===== src/common/page_accept_pkg.sv =====
// How it works
// - Outside an enclave: general protection fault, error code zero.
// - Security-info address not 64-byte aligned: general protection fault.
// - Security-info address outside enclave linear range: general protection fault.
// - Security-info address not in protected page cache: page fault.
// - Security-info page must be valid, readable, regular, clean, unblocked, owned, tagged.
// - Copy 64-byte block to 512-bit scratch; nonzero reserved field faults.
// - Destination not 4-kilobyte aligned: general protection fault.
// - Destination outside range faults; destination not in page cache page-faults.
// - Without capability only regular or thread-control/trimmed request combinations are legal.
// - With capability shadow-stack types with pending only are also legal.
// - Destination entry must be valid, unblocked, known type, owned, else page fault.
// - Page in use faults; then recheck valid and owner, else page fault.
// - Destination held exclusively against accept and modify operations during the check.
// - Mismatch of tag, pending, modified, read/write/execute or type sets zero flag, returns mismatch code, finishes.
// - Incomplete tracking sets zero flag, returns tracking code, page untouched.
// - Thread-control request: bad reserved, debug, index, exit or shadow pointer faults.
// - Thread-control page in narrow enclave needs both segment limits ending FFFH.
// - Success clears pending, modified, restriction flags, zero flag and accumulator.
// - Every non-faulting completion clears carry, parity, adjust, overflow, sign flags.
// - In 64-bit mode a non-canonical operand address is a general protection fault.
package page_accept_pkg;
	localparam logic [31:0] LEAF_PAGE_ACCEPT = 32'h0000_0005;
	// Register byte offsets
	localparam logic [7:0] REG_CTRL = 8'h00;
	localparam logic [7:0] REG_ACC = 8'h04;
	localparam logic [7:0] REG_SEC_LO = 8'h08;
	localparam logic [7:0] REG_SEC_HI = 8'h0C;
	localparam logic [7:0] REG_DST_LO = 8'h10;
	localparam logic [7:0] REG_DST_HI = 8'h14;
	localparam logic [7:0] REG_STATUS = 8'h18;
	localparam logic [7:0] REG_FADDR_LO = 8'h1C;
	localparam logic [7:0] REG_FADDR_HI = 8'h20;
	localparam logic [7:0] REG_FLAGS = 8'h24;
	localparam logic [7:0] REG_CONFIG = 8'h28;
	// Status and config bits
	localparam int STAT_BUSY = 0;
	localparam int STAT_DONE = 1;
	localparam int STAT_FAULT = 2;
	localparam int STAT_PF = 3;
	localparam int CFG_SS_CAP = 0;
	localparam int CFG_WIDE = 1;
	// Flag register bit positions
	localparam int FL_CF = 0;
	localparam int FL_PF = 2;
	localparam int FL_AF = 4;
	localparam int FL_ZF = 6;
	localparam int FL_SF = 7;
	localparam int FL_OF = 11;
	localparam logic [31:0] FLAGS_RESET = 32'h0000_0002;
	// Return codes
	localparam logic [31:0] CODE_OK = 32'h0000_0000;
	localparam logic [31:0] ATTRIBUTE_MISMATCH_CODE = 32'h0000_0021;
	localparam logic [31:0] TRACKING_INCOMPLETE_CODE = 32'h0000_0022;
	// Page types
	localparam logic [7:0] REGULAR_PAGE_TYPE = 8'h01;
	localparam logic [7:0] THREAD_CONTROL_PAGE_TYPE = 8'h02;
	localparam logic [7:0] TRIMMED_PAGE_TYPE = 8'h04;
	localparam logic [7:0] SHADOW_STACK_FIRST_TYPE = 8'h05;
	localparam logic [7:0] SHADOW_STACK_REST_TYPE = 8'h06;
	// Security-info flags word layout
	localparam int SI_R = 0;
	localparam int SI_W = 1;
	localparam int SI_X = 2;
	localparam int SI_PENDING = 3;
	localparam int SI_MODIFIED = 4;
	localparam int SI_PR = 5;
	localparam int SI_PT_LO = 8;
	localparam logic [63:0] SI_FLAGS_USED = 64'h0000_0000_0000_FF3F;
	localparam int SI_WORDS = 8;
	localparam int SI_ALIGN_BITS = 6;
	localparam int PAGE_BITS = 12;
	localparam logic [11:0] LIMIT_LOW_ONES = 12'hFFF;
	localparam int CANON_MSB = 47;

	typedef struct packed {
		logic resident;
		logic valid;
		logic blocked;
		logic r;
		logic w;
		logic x;
		logic pending;
		logic modified;
		logic pr;
		logic [7:0] pt;
		logic [63:0] page_owner_ref;
		logic [63:0] page_linear_tag;
	} map_entry_t;

	typedef struct packed {
		logic reserved_nz;
		logic debug_opt_in_flag;
		logic [31:0] current_save_area_index;
		logic [31:0] save_area_count;
		logic [63:0] async_exit_pointer;
		logic [63:0] state;
		logic [63:0] previous_shadow_stack_ptr;
		logic [31:0] first_segment_limit;
		logic [31:0] second_segment_limit;
	} tcs_fields_t;

	typedef struct packed {
		logic psel;
		logic penable;
		logic pwrite;
		logic [7:0] paddr;
		logic [31:0] pwdata;
	} apb_req_t;

	typedef enum {
		ST_IDLE, ST_START, ST_SEC_MAP, ST_SEC_FETCH, ST_SEC_CHECK, ST_DST_MAP, ST_RECHECK
	} accept_state_t;
endpackage : page_accept_pkg


===== src/design/accept_combo_check.sv =====
// Legality of the requested type / pending / modified / restriction combination
module accept_combo_check
	import page_accept_pkg::*;
(
	// Request flags
	input wire logic [63:0] i_flags,
	input wire logic i_ss_capable,
	// Verdict
	output logic o_legal
);
	logic [7:0] pt;
	logic pend;
	logic modf;
	logic pr;
	logic reg_ok;
	logic tcs_ok;
	logic ss_ok;

	assign pt = i_flags[SI_PT_LO +: 8];
	assign pend = i_flags[SI_PENDING];
	assign modf = i_flags[SI_MODIFIED];
	assign pr = i_flags[SI_PR];
	assign reg_ok = (pt == REGULAR_PAGE_TYPE) && (pr || pend) && !modf;
	assign tcs_ok = ((pt == THREAD_CONTROL_PAGE_TYPE) || (pt == TRIMMED_PAGE_TYPE))
		&& !pr && !pend && modf;
	assign ss_ok = ((pt == SHADOW_STACK_FIRST_TYPE) || (pt == SHADOW_STACK_REST_TYPE))
		&& pend && !modf && !pr;
	assign o_legal = reg_ok || tcs_ok || (i_ss_capable && ss_ok);
endmodule : accept_combo_check


===== src/design/enclave_page_accept_check.sv =====
module enclave_page_accept_check
	import page_accept_pkg::*;
#(
	parameter int SCRATCH_BITS = 512
) (
	// Clock and reset
	input wire logic i_clk,
	input wire logic i_rst,
	// APB slave
	input wire apb_req_t i_apb,
	output logic [31:0] o_prdata,
	output logic o_pready,
	output logic o_pslverr,
	// Processor context
	input wire logic i_in_enclave,
	input wire logic [63:0] i_range_base,
	input wire logic [63:0] i_range_limit,
	input wire logic [63:0] i_active_enclave_control,
	input wire logic i_owner_wide_mode,
	input wire logic i_page_in_use,
	input wire logic i_tracking_done,
	input wire tcs_fields_t i_tcs,
	// Page map lookup
	output logic o_map_req,
	output logic [63:0] o_map_addr,
	input wire logic i_map_ack,
	input wire map_entry_t i_map_entry,
	// Page map update: clear pending, modified, restriction
	output logic o_map_wr,
	output logic [63:0] o_map_wr_addr,
	// Exclusive hold on destination page
	output logic o_page_hold,
	// Memory read of security-info block
	output logic o_mem_req,
	output logic [63:0] o_mem_addr,
	input wire logic i_mem_ack,
	input wire logic [63:0] i_mem_data
);
	// Scratch copy is fixed at eight 64-bit words
	if (SCRATCH_BITS != SI_WORDS * 64) begin : g_bad_scratch
		$error("SCRATCH_BITS must equal eight 64-bit words");
	end

	typedef struct packed {
		accept_state_t st;
		logic [31:0] acc;
		logic [63:0] sec;
		logic [63:0] dst;
		logic [1:0] cfg;
		logic [31:0] flags;
		logic busy;
		logic done;
		logic fault;
		logic fault_pf;
		logic [63:0] fault_addr;
		logic [SI_WORDS-1:0][63:0] scratch;
		logic [2:0] beat;
		logic map_req;
		logic [63:0] map_addr;
		logic mem_req;
		logic [63:0] mem_addr;
		logic map_wr;
		logic hold;
		logic [31:0] prdata;
		logic pready;
		logic pslverr;
	} state_t;

	state_t s;
	state_t next_s;
	logic combo_legal;

	function automatic logic noncanonical(input logic [63:0] a, input logic wide);
		noncanonical = wide && !((&a[63:CANON_MSB]) || !(|a[63:CANON_MSB]));
	endfunction : noncanonical

	function automatic logic out_of_range(input logic [63:0] a, input logic [63:0] base,
		input logic [63:0] limit);
		out_of_range = (a < base) || (a > limit);
	endfunction : out_of_range

	function automatic logic [63:0] page_base(input logic [63:0] a);
		page_base = {a[63:PAGE_BITS], {PAGE_BITS{1'b0}}};
	endfunction : page_base

	accept_combo_check u_combo (
		.i_flags(s.scratch[0]),
		.i_ss_capable(s.cfg[CFG_SS_CAP]),
		.o_legal(combo_legal)
	);

	always_comb begin
		logic fin;
		logic fin_fault;
		logic fin_pf;
		logic [63:0] fin_addr;
		logic [31:0] fin_code;
		logic fin_zf;
		logic acc_phase;
		logic [63:0] si;
		map_entry_t e;
		fin = 1'b0;
		fin_fault = 1'b0;
		fin_pf = 1'b0;
		fin_addr = '0;
		fin_code = CODE_OK;
		fin_zf = 1'b0;
		si = s.scratch[0];
		e = i_map_entry;
		next_s = s;
		next_s.map_wr = 1'b0;
		next_s.pready = 1'b0;
		next_s.pslverr = 1'b0;
		acc_phase = i_apb.psel && i_apb.penable;

		// APB: one wait state, answer registered
		if (acc_phase && !s.pready) begin
			next_s.pready = 1'b1;
			next_s.prdata = '0;
			case (i_apb.paddr)
				REG_CTRL: next_s.prdata = '0;
				REG_ACC: next_s.prdata = s.acc;
				REG_SEC_LO: next_s.prdata = s.sec[31:0];
				REG_SEC_HI: next_s.prdata = s.sec[63:32];
				REG_DST_LO: next_s.prdata = s.dst[31:0];
				REG_DST_HI: next_s.prdata = s.dst[63:32];
				REG_STATUS: next_s.prdata = {28'h0000000, s.fault_pf, s.fault, s.done, s.busy};
				REG_FADDR_LO: next_s.prdata = s.fault_addr[31:0];
				REG_FADDR_HI: next_s.prdata = s.fault_addr[63:32];
				REG_FLAGS: next_s.prdata = s.flags;
				REG_CONFIG: next_s.prdata = {30'h00000000, s.cfg};
				default: next_s.pslverr = 1'b1;
			endcase
		end
		if (acc_phase && s.pready && i_apb.pwrite && !s.busy) begin
			case (i_apb.paddr)
				REG_CTRL: begin
					if (i_apb.pwdata[0] && s.acc == LEAF_PAGE_ACCEPT) begin
						next_s.busy = 1'b1;
						next_s.done = 1'b0;
						next_s.fault = 1'b0;
						next_s.fault_pf = 1'b0;
						next_s.st = ST_START;
					end
				end
				REG_ACC: next_s.acc = i_apb.pwdata;
				REG_SEC_LO: next_s.sec[31:0] = i_apb.pwdata;
				REG_SEC_HI: next_s.sec[63:32] = i_apb.pwdata;
				REG_DST_LO: next_s.dst[31:0] = i_apb.pwdata;
				REG_DST_HI: next_s.dst[63:32] = i_apb.pwdata;
				REG_STATUS: begin
					if (i_apb.pwdata[STAT_DONE]) begin
						next_s.done = 1'b0;
					end
				end
				REG_FLAGS: next_s.flags = i_apb.pwdata;
				REG_CONFIG: next_s.cfg = i_apb.pwdata[1:0];
				default: ;
			endcase
		end

		// Check sequence; first failure ends it
		case (s.st)
			ST_IDLE: ;
			ST_START: begin
				fin = 1'b1;
				fin_fault = 1'b1;
				if (!i_in_enclave) begin
					fin_addr = '0;
				end else if (noncanonical(s.sec, s.cfg[CFG_WIDE])) begin
					fin_addr = '0;
				end else if (|s.sec[SI_ALIGN_BITS-1:0]) begin
					fin_addr = '0;
				end else if (out_of_range(s.sec, i_range_base, i_range_limit)) begin
					fin_addr = '0;
				end else begin
					fin = 1'b0;
					fin_fault = 1'b0;
					next_s.map_req = 1'b1;
					next_s.map_addr = page_base(s.sec);
					next_s.st = ST_SEC_MAP;
				end
			end
			ST_SEC_MAP: begin
				if (i_map_ack) begin
					next_s.map_req = 1'b0;
					if (!e.resident || !e.valid || !e.r || e.pending || e.modified
						|| e.blocked || e.pt != REGULAR_PAGE_TYPE
						|| e.page_owner_ref != i_active_enclave_control
						|| e.page_linear_tag != page_base(s.sec)) begin
						fin = 1'b1;
						fin_fault = 1'b1;
						fin_pf = 1'b1;
						fin_addr = s.sec;
					end else begin
						next_s.mem_req = 1'b1;
						next_s.mem_addr = s.sec;
						next_s.beat = '0;
						next_s.st = ST_SEC_FETCH;
					end
				end
			end
			ST_SEC_FETCH: begin
				if (i_mem_ack) begin
					next_s.scratch[s.beat] = i_mem_data;
					next_s.beat = s.beat + 3'd1;
					next_s.mem_addr = s.mem_addr + 64'h0000_0000_0000_0008;
					if (s.beat == 3'(SI_WORDS - 1)) begin
						next_s.mem_req = 1'b0;
						next_s.st = ST_SEC_CHECK;
					end
				end
			end
			ST_SEC_CHECK: begin
				fin = 1'b1;
				fin_fault = 1'b1;
				if ((|(si & ~SI_FLAGS_USED)) || (|s.scratch[SI_WORDS-1:1])) begin
					fin_addr = '0;
				end else if (noncanonical(s.dst, s.cfg[CFG_WIDE])) begin
					fin_addr = '0;
				end else if (|s.dst[PAGE_BITS-1:0]) begin
					fin_addr = '0;
				end else if (out_of_range(s.dst, i_range_base, i_range_limit)) begin
					fin_addr = '0;
				end else begin
					fin = 1'b0;
					fin_fault = 1'b0;
					next_s.map_req = 1'b1;
					next_s.map_addr = s.dst;
					next_s.st = ST_DST_MAP;
				end
			end
			ST_DST_MAP: begin
				if (i_map_ack) begin
					next_s.map_req = 1'b0;
					fin = 1'b1;
					fin_fault = 1'b1;
					if (!e.resident) begin
						fin_pf = 1'b1;
						fin_addr = s.dst;
					end else if (!combo_legal) begin
						fin_addr = '0;
					end else if (!e.valid || e.blocked
						|| !(e.pt == REGULAR_PAGE_TYPE || e.pt == THREAD_CONTROL_PAGE_TYPE
						|| e.pt == TRIMMED_PAGE_TYPE || e.pt == SHADOW_STACK_FIRST_TYPE
						|| e.pt == SHADOW_STACK_REST_TYPE)
						|| e.page_owner_ref != i_active_enclave_control) begin
						fin_pf = 1'b1;
						fin_addr = s.dst;
					end else if (i_page_in_use) begin
						fin_addr = '0;
					end else begin
						fin = 1'b0;
						fin_fault = 1'b0;
						next_s.hold = 1'b1;
						next_s.map_req = 1'b1;
						next_s.st = ST_RECHECK;
					end
				end
			end
			ST_RECHECK: begin
				if (i_map_ack) begin
					next_s.map_req = 1'b0;
					fin = 1'b1;
					if (!e.valid || e.page_owner_ref != i_active_enclave_control) begin
						fin_fault = 1'b1;
						fin_pf = 1'b1;
						fin_addr = s.dst;
					end else if (e.page_linear_tag != s.dst || e.pending != si[SI_PENDING]
						|| e.modified != si[SI_MODIFIED] || e.r != si[SI_R]
						|| e.w != si[SI_W] || e.x != si[SI_X]
						|| e.pt != si[SI_PT_LO +: 8]) begin
						fin_zf = 1'b1;
						fin_code = ATTRIBUTE_MISMATCH_CODE;
					end else if (!i_tracking_done) begin
						fin_zf = 1'b1;
						fin_code = TRACKING_INCOMPLETE_CODE;
					end else if (si[SI_PT_LO +: 8] == THREAD_CONTROL_PAGE_TYPE
						&& (i_tcs.reserved_nz || i_tcs.debug_opt_in_flag
						|| i_tcs.current_save_area_index >= i_tcs.save_area_count
						|| (|i_tcs.async_exit_pointer) || (|i_tcs.state)
						|| (s.cfg[CFG_SS_CAP] && (|i_tcs.previous_shadow_stack_ptr)))) begin
						fin_fault = 1'b1;
					end else if (si[SI_PT_LO +: 8] == THREAD_CONTROL_PAGE_TYPE
						&& !i_owner_wide_mode
						&& (i_tcs.first_segment_limit[11:0] != LIMIT_LOW_ONES
						|| i_tcs.second_segment_limit[11:0] != LIMIT_LOW_ONES)) begin
						fin_fault = 1'b1;
					end else begin
						next_s.map_wr = 1'b1;
					end
				end
			end
			default: next_s.st = ST_IDLE;
		endcase

		// Completion; map untouched unless every check passed
		if (fin) begin
			next_s.st = ST_IDLE;
			next_s.busy = 1'b0;
			next_s.done = 1'b1;
			next_s.hold = 1'b0;
			next_s.map_req = 1'b0;
			next_s.mem_req = 1'b0;
			if (fin_fault) begin
				next_s.fault = 1'b1;
				next_s.fault_pf = fin_pf;
				next_s.fault_addr = fin_addr;
			end else begin
				next_s.acc = fin_code;
				next_s.flags[FL_ZF] = fin_zf;
				next_s.flags[FL_CF] = 1'b0;
				next_s.flags[FL_PF] = 1'b0;
				next_s.flags[FL_AF] = 1'b0;
				next_s.flags[FL_OF] = 1'b0;
				next_s.flags[FL_SF] = 1'b0;
			end
		end
	end

	always_ff @(posedge i_clk) begin
		if (i_rst) begin
			s <= '0;
			s.st <= ST_IDLE;
			s.flags <= FLAGS_RESET;
		end else begin
			s <= next_s;
		end
	end

	assign o_prdata = s.prdata;
	assign o_pready = s.pready;
	assign o_pslverr = s.pslverr;
	assign o_map_req = s.map_req;
	assign o_map_addr = s.map_addr;
	assign o_map_wr = s.map_wr;
	assign o_map_wr_addr = s.dst;
	assign o_page_hold = s.hold;
	assign o_mem_req = s.mem_req;
	assign o_mem_addr = s.mem_addr;
endmodule : enclave_page_accept_check


===== config.mk =====
export PLATFORM = sky130hd
export DESIGN_NAME = enclave_page_accept_check
export DESIGN_NICKNAME = d
export VERILOG_FILES = /design/src/common/page_accept_pkg.sv /design/src/design/accept_combo_check.sv /design/src/design/enclave_page_accept_check.sv
export SDC_FILE = /design/constraint.sdc
export NUM_CORES = 2
export LEC_CHECK = 0
export ABC_CLOCK_PERIOD_IN_PS = 4700
export BUFFER_PORTS_ARGS = -buffer_cell sky130_fd_sc_hd__buf_2
export CAP_MARGIN = 20
export CORE_AREA = 2 2 394 396
export DETAILED_ROUTE_END_ITERATION = 16
export DIE_AREA = 0 0 396 398
export HOLD_SLACK_MARGIN = 0.08
export PLACE_DENSITY = 0.54
export SLEW_MARGIN = 20
export SYNTH_ARGS = -nofsm -noshare
export SYNTH_HDL_FRONTEND = slang
export SYNTH_HIERARCHICAL = 1
export SYNTH_SLANG_ARGS = --single-unit

===== constraint.sdc =====
create_clock -name i_clk -period 4.7 [get_ports i_clk]
set_input_delay 0.705 -clock i_clk [delete_from_list [all_inputs] [get_ports i_clk]]
set_output_delay 0.705 -clock i_clk [all_outputs]
set_load 0.03 [all_outputs]

== Yosys cells after proc, flatten, opt, wreduce, memory -nomap -nowiden ==
Index checks and enable logic that the tools add are counted.

* Bits in registers: 975
* Input bits: 774

* Bitwise logic cells: 6
* Multiplexer cells: 128
* Reduce and logical (&&, ||, !) cells: 112
* Equal/unequal tests: 56
* Order comparisons: 7
* Add/sub/neg operators: 2

{| class="wikitable"
|+ Operators with widths
! cell !! count
|-
| two-way mux 32 bit || 27
|-
| two-way mux 65 bit || 11
|-
| two-way mux 64 bit || 9
|-
| bitwise mux 512 bit || 1
|-
| OR reduction 448 bit || 1
|-
| one-hot mux 32 bit (10 select lines) || 1
|-
| two-way mux 230 bit || 1
|-
| demux 64 bit (select 3 bit) || 1
|-
| inequality test 64 bit || 3
|-
| one-hot mux 32 bit (6 select lines) || 1
|-
| one-hot mux 64 bit (3 select lines) || 1
|-
| OR reduction 64 bit || 3
|-
| one-hot mux 65 bit (2 select lines) || 1
|-
| == test 32 x 3 -> 1 bit (second input constant) || 4
|-
| greater-than comparator 64 bit || 2
|-
| less-than comparator 64 bit || 2
|-
| one-hot mux 64 bit (2 select lines) || 1
|-
| two-way mux 69 bit || 1
|-
| two-way mux 66 bit || 1
|-
| adder 64 x 4 -> 64 bit (second input constant) || 1
|-
| == test 32 x 2 -> 1 bit (second input constant) || 2
|-
| == test 8 x 3 -> 1 bit (second input constant) || 7
|-
| two-way mux 1 bit || 51
|-
| OR reduction 50 bit || 1
|-
| other kinds (48) || 177
|}

== Depth between registers and ports, before layout ==
* Depth after elaboration: 15
* Gate-level depth with buffers: 14
* Mapped depth without buffers: 11

== Cells and area by module ==
The synthesis kept the hierarchy.

{| class="wikitable"
|+ By module, submodules not included
! module !! sequential area each (µm²) !! area each (µm²) !! times used !! cells each
|-
| enclave_page_accept_check || 19518.7 || 51509.4 || 1 || 6616
|-
| accept_combo_check || 0.0 || 75.1 || 1 || 11
|}

== Worst setup path before layout ==
OpenSTA, ideal clock, no wires.

* Path kind: input port to flip-flop
* Start: in i_range_limit[4]
* End: reg s (netlist bit o_map_addr[22])
* Slack: 1.350 ns
* Data required time: 4.619 ns
* Arrival: 3.269 ns
* Buffers on the path: 3
* Cell stages on the path: 14
* Cells stage by stage: inv_1 ha_1 nand3_1 o21bai_1 a311o_1 a2111oi_2 nor3_1 o21a_1 o211a_1 buf_2 or2_1 buf_6 buf_6 a211oi_2

* Longest elaborated chain between the ends: 4
* Elaborated cells between the ends (all ways): 7

{| class="wikitable"
|+ RTL lines
! what !! RTL line !! source
|-
| from (decl) || enclave_page_accept_check.sv:17 || <nowiki>input wire logic [63:0] i_range_limit,</nowiki>
|-
| greater-than comparator 64 bit || enclave_page_accept_check.sv:79 || <nowiki>out_of_range = (a < base) || (a > limit);</nowiki>
|-
| logical OR 1 bit || enclave_page_accept_check.sv:79 ||
|-
| inequality test 2 bit (no line) || - ||
|-
| AND reduction 9 bit (no line) (*) || - ||
|-
| to (signal assigned) || enclave_page_accept_check.sv:327 || <nowiki>s <= next_s;</nowiki>
|-
| to (decl) || enclave_page_accept_check.sv:69 || <nowiki>state_t s;</nowiki>
|}

Every way passes the cells marked *; elsewhere a longest branch is shown, timed or not.
A chain may end at the register's enable or synchronous reset.

== Worst setup path after layout ==
* Start: reg s (netlist bit o_map_wr_addr[1])
* End: reg s[945] (netlist bit)

* Longest elaborated chain between the ends: 8
* Elaborated cells between the ends (all ways): 15

{| class="wikitable"
|+ RTL lines
! what !! RTL line !! source
|-
| less-than comparator 64 bit / greater-than comparator 64 bit (equally long branches) || enclave_page_accept_check.sv:79 ||
|-
| logical OR 1 bit || enclave_page_accept_check.sv:79 ||
|-
| two-way mux 1 bit || enclave_page_accept_check.sv:223 || <nowiki>end else if (out_of_range(s.dst, i_range_base, i_range_limit)) begin</nowiki>
|-
| two-way mux 1 bit || enclave_page_accept_check.sv:221 || <nowiki>end else if (|s.dst[PAGE_BITS-1:0]) begin</nowiki>
|-
| two-way mux 1 bit || enclave_page_accept_check.sv:219 || <nowiki>end else if (noncanonical(s.dst, s.cfg[CFG_WIDE])) begin</nowiki>
|-
| two-way mux 1 bit || enclave_page_accept_check.sv:217 || <nowiki>if ((|(si & ~SI_FLAGS_USED)) || (|s.scratch[SI_WORDS-1:1])) begin</nowiki>
|-
| one-hot mux 1 bit (5 select lines) || enclave_page_accept_check.sv:163 || <nowiki>case (s.st)</nowiki>
|-
| OR reduction 2 bit (no line) || - ||
|}

Parallel ways exist; a longest one is shown, timed or not.

==> impl_metrics.env <==
export IMPL_grt_usage_pct=34.3
export IMPL_finalSetupViolCount=0
export IMPL_crit_fanout=40
export IMPL_cts_buffers=111
export IMPL_p_leak_nw=24.0
export IMPL_power_density_nw_per_um2=308
export IMPL_initial_core_util_pct=33.6
export IMPL_gp_congestion=1.07
export IMPL_antenna_left=0
export IMPL_synthToLayoutAreaGrowth_pct=18.3
export IMPL_first_pass_iters=10
export IMPL_synthFlopType="dfxtp_1"
export IMPL_synth_edf_count=0
export IMPL_synth_fa_ha_area_share_pct=7.01
export IMPL_synth_compound_area_share_pct=18.5
export IMPL_grt_pass1_wl_um=385000
export IMPL_clk_insertion_delay_late_ns=0.77
export IMPL_required_ns=5.38
export IMPL_synth_top_area_share_pct=37.8
export IMPL_maxCapViolations=0
export IMPL_synth_top_family_by_area="simple AND/OR/NAND/NOR gates"
export IMPL_postSynthAreaPerCell_um2=7.78
export IMPL_clk_path_buf_depth=3
export IMPL_cts_root_buf="clkbuf_16"
export IMPL_yosys_area_top_type="dfxtp_1"
export IMPL_ys_top_cells_by_area="dfxtp_1, nand2_1, a21oi_1"
export IMPL_path_cells="nor4_1, buf_4, nand3_1, nor4_1, buf_4, o211ai_1, nor4_1, o211ai_1, nor3b_2, buf_4, o221ai_1, nor3_1"
export IMPL_fmax_mhz=219
export IMPL_fp_coreArea_um2=153000
export IMPL_synth_cells=6627
export IMPL_min_period_ns=4.56
export IMPL_synthMuxAreaShare_pct=1.16
export IMPL_synth_seq_cells=975
export IMPL_port_buffers=962
export IMPL_skew_ns=0.0777
export IMPL_synth_warnings=6
export IMPL_hold_viol=0
export IMPL_maxSlewHeadroom_pct=15.8
export IMPL_synth_area_um2=51600
export IMPL_dieArea_um2=158000
export IMPL_vias=53800
export IMPL_clk_pin_slew_worst_paths_ns=0.07
export IMPL_drive_above_1_share_pct=20.6
export IMPL_grt_busiest_layer="met2"
export IMPL_synthArstFlopShare_pct=0
export IMPL_die_w_um=396
export IMPL_cts_tree="yes"
export IMPL_use_met2_pct=50.1
export IMPL_grt_pass1_vias=48700
export IMPL_grt_overflow=0
export IMPL_synth_seq_area_share_pct=37.8
export IMPL_grt_max_degree=179
export IMPL_holdWs_ns=0.296
export IMPL_yosys_area_share_simple_pct=23.2
export IMPL_grt_util_met3_pct=9.77
export IMPL_cpPeakStageDelay_ns=0.78
export IMPL_dp_hpwl_um=214000
export IMPL_rsz0062_at_grt="no"
export IMPL_ios=1004
export IMPL_vias_per_cell=5.70
export IMPL_ys_types=85
export IMPL_nNetsFinal=8326
export IMPL_yosys_area_share_xor_xnor_pct=3.18
export IMPL_path_class="flip-flop to flip-flop"
export IMPL_worst_path_max_delay_cell="nor4_1"
export IMPL_hold_class="primary input to flip-flop"
export IMPL_fin_util_pct=39.8
export IMPL_fin_tns_setup_ns=0
export IMPL_worst_slew_pin_slew_ns=1.26
export IMPL_route_detailed_drc=0
export IMPL_drt_iter0_drc=6592
export IMPL_crit_path_start_kind="flip-flop"
export IMPL_nFillCells=15800
export IMPL_postCtsHoldBufs=0
export IMPL_cts_sinks=975
export IMPL_status="complete, no violations"
export IMPL_drv_slew=0
export IMPL_antenna_found_initial=62
export IMPL_wl_per_cell_um=30.0
export IMPL_wl_um=283000
export IMPL_post_cts_buffers=0
export IMPL_peakVddDrop_v=0.000339
export IMPL_crit_arrival_ns=5.24
export IMPL_rows=144
export IMPL_regToRegSetupSlack_ns=0.14
export IMPL_cts_resized=0
export IMPL_h_tree_depth=3
export IMPL_timing_final_crit_share_pct=96.9
export IMPL_critPathCaptureType="flip-flop"
export IMPL_met1_usage_pct=44.1
export IMPL_die_h_um=398
-- layer usage --
| metal | wire, µm | vias up |
|---|---|---|
| met4 | 21000 | 34 |
| met2 | 118000 | 3103 |
| met3 | 30800 | 697 |
| met5 | 234 | - |
| met1 | 113000 | 25800 |
| li1 | - | 24200 |
-- placed cells by master, fill, tap and decap left out, types with 109 or more instances in the layout --
master / synthesis / routed
buf_2: 99 / 961
xnor2_1: 156 / 156
o21ai_0: 145 / 145
nand3_1: 111 / 109
inv_1: 182 / 182
dfxtp_1: 975 / 975
nand4_1: 165 / 165
buf_4: 295 / 213
a21oi_1: 932 / 932
nor4_1: 244 / 242
nand2_1: 1757 / 1751
clkbuf_16: 0 / 112
ha_1: 289 / 289
-- registers in the layout, summed over array words and instances, names as in the netlist, 32 cells and up --
name and cells:
o_map_wr_addr 64, o_mem_addr 64, s 745, o_prdata 32
o_map_addr 64
-- critical path: cells and delay by family, from the launching register on --
kind | cells | cell delay, ns
flops | 1 | 0.63
simple gates | 6 | 2.30
buf+inv | 3 | 0.95
compound gates | 3 | 0.57
-- Yosys cell counts (all sizes together), types with 8 or more instances --
cell,instances
a2111oi,10
a211oi,100
a21o,40
a21oi,932
a221oi,14
a222oi,30
a22o,70
a22oi,57
a31oi,18
and2,23
and3,24
and4,14
buf,413
clkbuf,285
dfxtp,975
ha,289
inv,183
mux2i,60
nand2,1757
nand2b,22
nand3,112
nand3b,8
nand4,165
nor2,105
nor3,107
nor3b,16
nor4,250
nor4b,10
o211ai,10
o21a,9
o21ai,209
o21bai,8
o31ai,14
or2,8
or3,15
xnor2,156
xor2,31
-- metrics by stage --
stage | power [W] | worst slack [ns] | std cells | cell area (µm²)
2_1_floorplan | 0.00909 | 1.35 | 6655 | 51700
3_3_place_gp | 0.00981 | 0.0892 | 9194 | 57200
3_5_place_dp | 0.00982 | 0.129 | 9194 | 57200
4_1_cts | 0.0188 | 0.378 | 9399 | 61000
5_1_grt | 0.0192 | 0.221 | 9413 | 61000
6_report | 0.0188 | 0.144 | 9433 | 61000
-- final timing paths --
check	from	end	cells after the start
max reg2reg	o_map_wr_addr[1]$_SDFFE_PP0P_	s[945]$_SDFF_PP0_	12
max	o_map_wr_addr[1]$_SDFFE_PP0P_	s[945]$_SDFF_PP0_	12
min	i_mem_data[63]	s[616]$_SDFFE_PP0P_	3
min reg2reg	s[369]$_SDFFE_PP0P_	s[369]$_SDFFE_PP0P_	2
-- cell families after synthesis --
kind of cell / Yosys count
AO/OA/AOI/OAI: 1576
XOR/XNOR: 187
adder cells (fa/ha/maj): 289
buffers and inverters: 881
flip-flops: 975
multiplexers: 60
other: 1
AND/OR/NAND/NOR: 2658
-- area by class of cell --
type | count | area [µm²] | area share, %
diodes | 34 | 85.1 | 0.139
clock buffers | 159 | 3210 | 5.26
clock inverters | 46 | 571 | 0.935
inverters | 183 | 689 | 1.13
multi-input cells | 4799 | 27600 | 45.3
flip-flops and latches | 975 | 19500 | 32.0
well taps | 2044 | 2560 | 4.19
repair buffers | 1193 | 6780 | 11.1
-- power breakdown --
part	switching [W]	leakage, nW	total, W	internal, W
clock	0.00389	1.83	0.00909	0.00521
combinational	0.000915	14.3	0.00136	0.000444
sequential	0.0000275	7.86	0.00832	0.00829
Note: power is estimated with default switching activity, not from simulation.
